$ cat src/flash_host_consts.svh
// Purpose: timing and width constants for the flash host controller
// Assumes: 20 MHz clock, 50 ns period
// Notes:   access times are plain defaults, adjust per part grade
`ifndef FLASH_HOST_CONSTS_SVH
`define FLASH_HOST_CONSTS_SVH
`define CLK_PERIOD_NS        50
`define ADDR_W               26
`define DATA_W               16
`define PAGE_BITS            4
`define RESET_PULSE_NS       200
`define RESET_HOLD_NS        50000
`define ADDRESS_ACCESS_NS    100
`define SELECT_ACCESS_NS     100
`define OUTPUT_DRIVE_NS      25
`define PAGE_ACCESS_NS       25
`define WRITE_PULSE_NS       50
`define WRITE_HIGH_NS        50
// least times round up to whole cycles
`define CYC_UP(ns) (((ns) + `CLK_PERIOD_NS - 1) / `CLK_PERIOD_NS)
`define RESET_PULSE_CYC      `CYC_UP(`RESET_PULSE_NS)
`define RESET_HOLD_CYC       `CYC_UP(`RESET_HOLD_NS)
`define RANDOM_ACCESS_NS ((`ADDRESS_ACCESS_NS > `SELECT_ACCESS_NS) ? \
                          `ADDRESS_ACCESS_NS : `SELECT_ACCESS_NS)
`define RANDOM_CYC           `CYC_UP(`RANDOM_ACCESS_NS)
`define PAGE_CYC             `CYC_UP(`PAGE_ACCESS_NS)
`define OE_CYC               `CYC_UP(`OUTPUT_DRIVE_NS)
`define WRITE_PULSE_CYC      `CYC_UP(`WRITE_PULSE_NS)
`define WRITE_HIGH_CYC       `CYC_UP(`WRITE_HIGH_NS)
`define CNT_W                16
`endif

$ cat src/flash_host_pkg.sv
// Purpose: types for the flash host controller
// Assumes: nothing beyond the constants header
// Notes:   states only
package flash_host_pkg;
  typedef enum logic [2:0] {
    ST_RESET,
    ST_RESET_HOLD,
    ST_IDLE,
    ST_READ_SETUP,
    ST_READ_WAIT,
    ST_WRITE_LOW,
    ST_WRITE_HIGH
  } host_state_t;
endpackage : flash_host_pkg

$ cat src/flash_host_ctrl.sv
// Purpose: host controller driving a parallel nor flash pin interface
// Assumes: pins sampled as synchronous to i_mclk; one request at a time
// Notes:   reads hold select low and reuse the open page when possible
`timescale 1ns/10ps
`include "flash_host_consts.svh"
module flash_host_ctrl
  import flash_host_pkg::*;
(
  input  wire logic               i_mclk,
  input  wire logic               i_reset,
  input  wire logic               i_req,
  input  wire logic               i_write,
  input  wire logic               i_flash_reset,
  input  wire logic [`ADDR_W-1:0] i_addr,
  input  wire logic [`DATA_W-1:0] i_wdata,
  input  wire logic [`DATA_W-1:0] i_dq,
  input  wire logic               i_ready_busy_n,
  output logic                    o_ready,
  output logic                    o_rvalid,
  output logic [`DATA_W-1:0]      o_rdata,
  output logic                    o_reset_n,
  output logic                    o_ce_n,
  output logic                    o_oe_n,
  output logic                    o_we_n,
  output logic [`ADDR_W-1:0]      o_address_lines,
  output logic [`DATA_W-1:0]      o_data_lines,
  output logic                    o_data_lines_oe
);
  host_state_t            state;
  logic [`CNT_W-1:0]      cnt;
  logic                   page_open;
  logic                   page_hit;
  logic                   take;
  logic [`CNT_W-1:0]      wait_cyc;
  logic [`CNT_W-1:0]      wait_cyc_hold;

  // busy device refuses new work
  assign o_ready  = (state == ST_IDLE) && i_ready_busy_n;
  assign take     = o_ready && i_req;
  assign page_hit = page_open && !i_write && !o_ce_n &&
                    (i_addr[`ADDR_W-1:`PAGE_BITS] ==
                     o_address_lines[`ADDR_W-1:`PAGE_BITS]) &&
                    (i_addr[`PAGE_BITS-1:0] !=
                     o_address_lines[`PAGE_BITS-1:0]);
  assign wait_cyc = page_hit ? `CNT_W'(`PAGE_CYC) : `CNT_W'(`RANDOM_CYC);

  always_ff @(posedge i_mclk) begin
    if (i_reset) begin
      state <= ST_RESET;
      cnt   <= '0;
    end else if (i_flash_reset && state != ST_RESET) begin
      state <= ST_RESET;  // aborts transfer; caller resends
      cnt   <= '0;
    end else begin
      unique case (state)
        ST_RESET: begin
          cnt <= cnt + `CNT_W'(1);
          if (cnt >= `CNT_W'(`RESET_PULSE_CYC - 1)) begin
            state <= ST_RESET_HOLD;
            cnt   <= '0;
          end
        end
        ST_RESET_HOLD: begin
          cnt <= cnt + `CNT_W'(1);
          if (cnt >= `CNT_W'(`RESET_HOLD_CYC - 1)) begin
            state <= ST_IDLE;
            cnt   <= '0;
          end
        end
        ST_IDLE: begin
          cnt <= '0;
          if (take && i_write)
            state <= ST_WRITE_LOW;
          else if (take && page_hit)
            state <= ST_READ_WAIT;
          else if (take)
            state <= ST_READ_SETUP;
        end
        ST_READ_SETUP: begin
          state <= ST_READ_WAIT;
          cnt   <= '0;
        end
        ST_READ_WAIT: begin
          cnt <= cnt + `CNT_W'(1);
          if (cnt >= wait_cyc_hold)
            state <= ST_IDLE;
        end
        ST_WRITE_LOW: begin
          cnt <= cnt + `CNT_W'(1);
          if (cnt >= `CNT_W'(`WRITE_PULSE_CYC - 1)) begin
            state <= ST_WRITE_HIGH;
            cnt   <= '0;
          end
        end
        ST_WRITE_HIGH: begin
          cnt <= cnt + `CNT_W'(1);
          // one extra cycle so select rises after the strobe
          if (cnt >= `CNT_W'(`WRITE_HIGH_CYC))
            state <= ST_IDLE;
        end
      endcase
    end
  end

  // wait length frozen when the read is taken
  always_ff @(posedge i_mclk) begin
    if (i_reset)
      wait_cyc_hold <= `CNT_W'(`RANDOM_CYC);
    else if (take)
      wait_cyc_hold <= wait_cyc - `CNT_W'(1);
  end

  // pin drive
  always_ff @(posedge i_mclk) begin
    if (i_reset) begin
      o_reset_n <= 1'b0;
      o_ce_n    <= 1'b1;
      o_oe_n    <= 1'b1;
      o_we_n    <= 1'b1;
      page_open <= 1'b0;
    end else begin
      o_reset_n <= !(state == ST_RESET || i_flash_reset);
      if (state == ST_RESET || i_flash_reset) begin
        o_ce_n    <= 1'b1;
        o_oe_n    <= 1'b1;
        o_we_n    <= 1'b1;
        page_open <= 1'b0;
      end else if (take && i_write) begin
        o_oe_n    <= 1'b1;  // oe up first
        o_ce_n    <= 1'b0;
        page_open <= 1'b0;
      end else if (take && !page_hit) begin
        o_ce_n <= 1'b0;  // write strobe still high
        o_oe_n <= 1'b1;
      end else if (state == ST_READ_SETUP) begin
        o_oe_n <= 1'b0;
      end else if (state == ST_WRITE_LOW) begin
        o_we_n <= !o_oe_n;  // strobe low only with oe high
      end else if (state == ST_WRITE_HIGH) begin
        o_we_n <= 1'b1;  // device takes the data on this rise
        // select rises a cycle later so data hold is met
        if (cnt >= `CNT_W'(`WRITE_HIGH_CYC))
          o_ce_n <= 1'b1;  // back to standby
      end else if (state == ST_READ_WAIT &&
                   cnt >= wait_cyc_hold) begin
        page_open <= 1'b1;
      end
    end
  end

  // address and data stay put for the whole transfer
  always_ff @(posedge i_mclk) begin
    if (i_reset) begin
      o_address_lines <= '0;
      o_data_lines    <= '0;
      o_data_lines_oe <= 1'b0;
    end else begin
      if (take) begin
        o_address_lines <= i_addr;
        o_data_lines    <= i_wdata;
      end
      o_data_lines_oe <= (take && i_write) ||
                         (o_data_lines_oe &&
                          (state == ST_WRITE_LOW ||
                           (state == ST_WRITE_HIGH && cnt == '0)));
    end
  end

  always_ff @(posedge i_mclk) begin
    if (i_reset) begin
      o_rvalid <= 1'b0;
      o_rdata  <= '0;
    end else begin
      o_rvalid <= (state == ST_READ_WAIT) && (cnt >= wait_cyc_hold) &&
                  !i_flash_reset;
      if (state == ST_READ_WAIT && cnt >= wait_cyc_hold)
        o_rdata <= i_dq;
    end
  end
endmodule : flash_host_ctrl

$ cat config.mk
export PLATFORM = sky130hd
export DESIGN_NAME = flash_host_ctrl
export DESIGN_NICKNAME = d
export VERILOG_FILES = /design/src/flash_host_pkg.sv /design/src/flash_host_ctrl.sv
export VERILOG_INCLUDE_DIRS = /design/src /design/src/src
export SDC_FILE = /design/constraint.sdc
export NUM_CORES = 1
export LEC_CHECK = 0
export ABC_AREA = 1
export BUFFER_PORTS_ARGS = -buffer_cell sky130_fd_sc_hd__buf_2
export CORE_ASPECT_RATIO = 1.2
export CORE_UTILIZATION = 46
export DETAILED_ROUTE_END_ITERATION = 7
export PLACE_DENSITY_LB_ADDON = 0.08
export SLEW_MARGIN = 20
export SYNTH_ARGS = -nofsm -noshare
export SYNTH_HDL_FRONTEND = slang
export SYNTH_SLANG_ARGS = --single-unit
$ cat constraint.sdc
create_clock -name i_mclk -period 2.1 [get_ports i_mclk]
set_clock_uncertainty 0.1 [all_clocks]
set_input_delay 0.105 -clock i_mclk [delete_from_list [all_inputs] [get_ports i_mclk]]
set_output_delay 0.105 -clock i_mclk [all_outputs]
set_load 0.03 [all_outputs]
==> metrics.txt <==
# TYPE chip_impl_metric gauge
chip_impl_metric{name="finish.net_count",unit=""} 840
chip_impl_metric{name="postSynth.asyncResetShare",unit=""} 0
chip_impl_info{name="timing.setup.critical_path_class",value="reg -> reg"} 1
chip_impl_metric{name="detail_route.drc_violations",unit=""} 0
chip_impl_metric{name="final.setup.tns",unit="ns"} 0
chip_impl_metric{name="irDropWorstVdd",unit="uV"} 468.0
chip_impl_metric{name="worst-path-max-fanout",unit=""} 16
chip_impl_info{name="yosys_most_used_dff",value="dfxtp_1"} 1
chip_impl_info{name="run_status",value="finished clean"} 1
chip_impl_metric{name="rr_worst_depth",unit=""} 8
chip_impl_metric{name="power_density",unit="nW/um^2"} 757.0
chip_impl_metric{name="post_drt_via_cell_ratio",unit=""} 4.631
chip_impl_metric{name="synth_warnings",unit=""} 0
chip_impl_info{name="crit_top_cell",value="nand2_1"} 1
chip_impl_metric{name="grt_antenna_before_repair",unit=""} 0
chip_impl_metric{name="ctsHtreeMaxLevel",unit=""} 3
chip_impl_metric{name="initialDrtViolationCount",unit=""} 165
chip_impl_metric{name="critical_path_required",unit="ns"} 2.27
chip_impl_metric{name="finalHoldViolCount",unit=""} 0
chip_impl_info{name="tritoncts",value="built"} 1
chip_impl_metric{name="fin_total_pwr",unit="mW"} 4.166
chip_impl_metric{name="ys_seq_area_frac",unit=""} 0.4284
chip_impl_metric{name="gpl.final_weighted_congestion",unit=""} 0.7845
chip_impl_metric{name="finalCoreUtilization",unit=""} 0.6462
chip_impl_metric{name="antenna_cells",unit=""} 0
chip_impl_metric{name="die_area",unit="sq um"} 9116
chip_impl_metric{name="global_route.overflow_total",unit=""} 0
chip_impl_metric{name="critPathMaxStageDelay",unit="ns"} 0.36
chip_impl_metric{name="post_cts_buffers",unit=""} 0
chip_impl_metric{name="synth_fp_nets",unit=""} 655
chip_impl_metric{name="routed_wirelength_normalized_by_instance_count",unit="um"} 11.24
chip_impl_metric{name="layout-drive-gt1-share",unit=""} 0.2245
chip_impl_metric{name="cts_max_path_buffers",unit=""} 2
chip_impl_metric{name="clk-insertion-delay-late",unit="ns"} 0.35
chip_impl_metric{name="worst-slew-pin-transition",unit="ns"} 0.3990
chip_impl_metric{name="final-setup-viol-count",unit=""} 0
chip_impl_metric{name="count_of_flip_flops_with_a_built_in_enable_after_synthesis",unit=""} 0
chip_impl_info{name="unrepaired_setup_endpoints_after_global_routing",value="yes"} 1
chip_impl_metric{name="routed_wirelength",unit="mm"} 10.02
chip_impl_metric{name="numClockSinks",unit=""} 86
chip_impl_metric{name="reg2reg_setup_slack",unit="ns"} 0.20
chip_impl_metric{name="route.vias.total",unit=""} 4131
chip_impl_metric{name="worst_slew_margin_rel",unit=""} 0.7330
chip_impl_metric{name="number_of_global_route_vias_before_repair",unit=""} 3886
chip_impl_metric{name="yosysUniqueCellTypes",unit=""} 30
chip_impl_metric{name="drv_cap",unit=""} 0
chip_impl_metric{name="clk_pin_slew_worst_paths",unit="ns"} 0.08
chip_impl_metric{name="dp.final_hpwl",unit="mm"} 6.782
chip_impl_info{name="netlist_top_cells_area",value="dfxtp_1 (43%), nand2_1 (14%), nor2_1 (7.8%)"} 1
chip_impl_metric{name="timing.fmax",unit="GHz"} 0.5264
chip_impl_info{name="reg2reg_to",value="cnt[2]$_SDFF_PP0_"} 1
chip_impl_metric{name="netlist_instances",unit=""} 585
chip_impl_info{name="min-delay-path-class",value="in -> reg"} 1
chip_impl_info{name="root_buffer",value="clkbuf_8"} 1
chip_impl_metric{name="tot_gr_track_use",unit=""} 0.2328
chip_impl_metric{name="report.final.slew_viol_count",unit=""} 0
chip_impl_info{name="worst_setup_path_endpoint",value="cnt[2]$_SDFF_PP0_"} 1
chip_impl_metric{name="leakagePower",unit="nW"} 2.648
chip_impl_info{name="crit_path_cell_trace",value="ha_1 -> nand2_1 -> nand3_1 -> nand4_1 -> nand2_1 -> o21ai_0 -> nand2_2 -> nor3b_1"} 1
chip_impl_info{name="critPathSlowestCell",value="dfxtp_2"} 1
chip_impl_metric{name="ios",unit=""} 129
chip_impl_info{name="worst_r2r_startpoint",value="cnt[0]$_SDFF_PP0_"} 1
chip_impl_metric{name="floorplan.core_area",unit="sq um"} 8518
chip_impl_metric{name="std_cell_rows",unit=""} 37
chip_impl_metric{name="synth-seq-cells",unit=""} 86
chip_impl_metric{name="post-route-min-period",unit="ns"} 1.900
chip_impl_info{name="timing.critical_path.from",value="cnt[0]$_SDFF_PP0_"} 1
chip_impl_metric{name="syn2layout_area_growth",unit="%"} 36.96
chip_impl_metric{name="io_buffers",unit=""} 128
chip_impl_metric{name="synth_area_per_cell",unit="sq um"} 6.870
chip_impl_metric{name="final.period_utilization",unit=""} 0.9046
chip_impl_metric{name="maximum_number_of_pins_on_one_net_before_global_route_repair",unit=""} 41
chip_impl_metric{name="first_pass_grt_wire_length",unit="mm"} 16.79
chip_impl_metric{name="synthDominantCellAreaShare",unit=""} 0.4284
chip_impl_info{name="synth.largest_area_cell",value="dfxtp_1"} 1
chip_impl_metric{name="synth_area",unit="sq um"} 4019
chip_impl_info{name="timing.critical_path.from_type",value="flip-flop"} 1
chip_impl_metric{name="cp.arrival",unit="ns"} 2.07
chip_impl_metric{name="cts_made_buffers",unit=""} 9
chip_impl_metric{name="fp.dieW",unit="um"} 87.33
chip_impl_metric{name="die_height",unit="um"} 104.4
chip_impl_metric{name="start_util",unit=""} 0.4718
chip_impl_metric{name="antenna_left",unit=""} 0
chip_impl_metric{name="number_of_search_and_repair_iterations_in_the_first_detailed_routing_pass",unit=""} 4
chip_impl_info{name="endpoint_kind",value="flip-flop"} 1
[layout by cell type (no fill, tap or decap), types with 3 or more instances in the layout]
cell             n
a21oi_1         47
buf_2          128
buf_4            6
clkbuf_1         3
clkbuf_8        10
dfxtp_1         85
dlygate4sd3_1   58
ha_1             6
inv_1           73
nand2_1        154
nand2_2          3
nand3_1         15
nand4_1          7
nor2_1          84
nor2_2          12
nor2_4           3
nor3b_1          3
o21ai_0         46
xnor2_1          6
xor2_1           7
[routing by layer]
layer  up-vias  part of all wire  wire [um]  track usage
met2       101              0.51       5116       0.4090
met1      1826              0.43       4273       0.2697
li1       2186                 -          -            -
met4         0             0.020        198      0.09602
met5         -                 0          0            0
met3        18             0.043        434      0.04683
[where the power goes]
group	switching [mW]	leakage (nW)	internal (mW)
Combinational	0.813	1.87	0.463
Sequential	0.0956	0.694	1.75
Clock	0.579	0.0796	0.462
[flip-flops by register name (all words and copies together), names as in the netlist]
register / flops
cnt: 16
o_address_lines: 26
o_ce_n: 1
o_data_lines: 16
o_data_lines_oe: 1
o_oe_n: 1
o_rdata: 16
o_reset_n: 1
o_rvalid: 1
o_we_n: 1
page_open: 1
state: 3
wait_cyc_hold: 2
[cell usage after synthesis, types with 4 or more instances]
| cell | n |
|---|---|
| nand2_1 | 154 |
| dfxtp_1 | 86 |
| nor2_1 | 84 |
| inv_1 | 73 |
| a21oi_1 | 47 |
| o21ai_0 | 46 |
| nand3_1 | 15 |
| nor2_2 | 12 |
| clkbuf_1 | 8 |
| nand4_1 | 7 |
| xor2_1 | 7 |
| ha_1 | 6 |
| xnor2_1 | 6 |
| buf_2 | 5 |
| buf_6 | 4 |
| nand2_2 | 4 |
[kinds of logic after synthesis]
logic type	after synthesis	synth area share
xor gates and xnor gates	13	0.02833
muxes	1	0.002802
and+or+nand+nor	288	0.3017
adders and majority gates	6	0.01868
AOI/OAI and AO/OA	97	0.1230
buffers and inverters	94	0.09713
DFF	86	0.4284
[worst min-delay path by stage]
stage | start | endpoint | cells past startpoint
after floorplan | i_reset | o_address_lines[24]$_SDFFE_PP0P_ | 1
after CTS | i_addr[8] | o_address_lines[8]$_SDFFE_PP0P_ | 3
after global routing | i_write | o_data_lines_oe$_SDFF_PP0_ | 3
after global placement | i_wdata[12] | o_data_lines[12]$_SDFFE_PP0P_ | 3
final | i_addr[8] | o_address_lines[8]$_SDFFE_PP0P_ | 3
after detailed placement | i_wdata[11] | o_data_lines[11]$_SDFFE_PP0P_ | 3
[repair_timing]
| action | in CTS | in global routing |
|---|---|---|
| hold buffers | 58 | 0 |
| endpoints found under the setup margin | 0 | 27 |
| gates resized for setup | 0 | 4 |
| endpoints found under the hold margin | 59 | 0 |
[area by class of cell]
class	instances	area, sq um
timing repair buffer	192	1266
clock buffer	13	148.9
tap	117	146.4
clock inverter	3	20.02
inverter	76	287.8
multi-input combinational	405	1912
fill	807	3014
sequential	86	1723
[per-stage QoR]
stage / cells / hold slack (ns) / setup slack, ns / area [sq um]
finish: 892 / 0.03469 / 0.2003 / 5504
CTS: 892 / 0.002136 / 0.1600 / 5495
global placement: 818 / 0.2548 / 0.2295 / 4746
global route: 892 / 0.02376 / -0.006963 / 5504
floorplan: 585 / 0.07407 / 0.2868 / 4019
detailed placement: 818 / 0.2583 / 0.1755 / 4746
[critical path: cells and delay by family (launching register included)]
| kind | cells | cell delay [ns] |
|---|---|---|
| adders and majority gates | 1 | 0.23 |
| and+or+nand+nor | 6 | 0.97 |
| AOI/OAI and AO/OA | 1 | 0.14 |
| DFF | 1 | 0.36 |
Note: power is estimated with default switching activity, not from simulation.
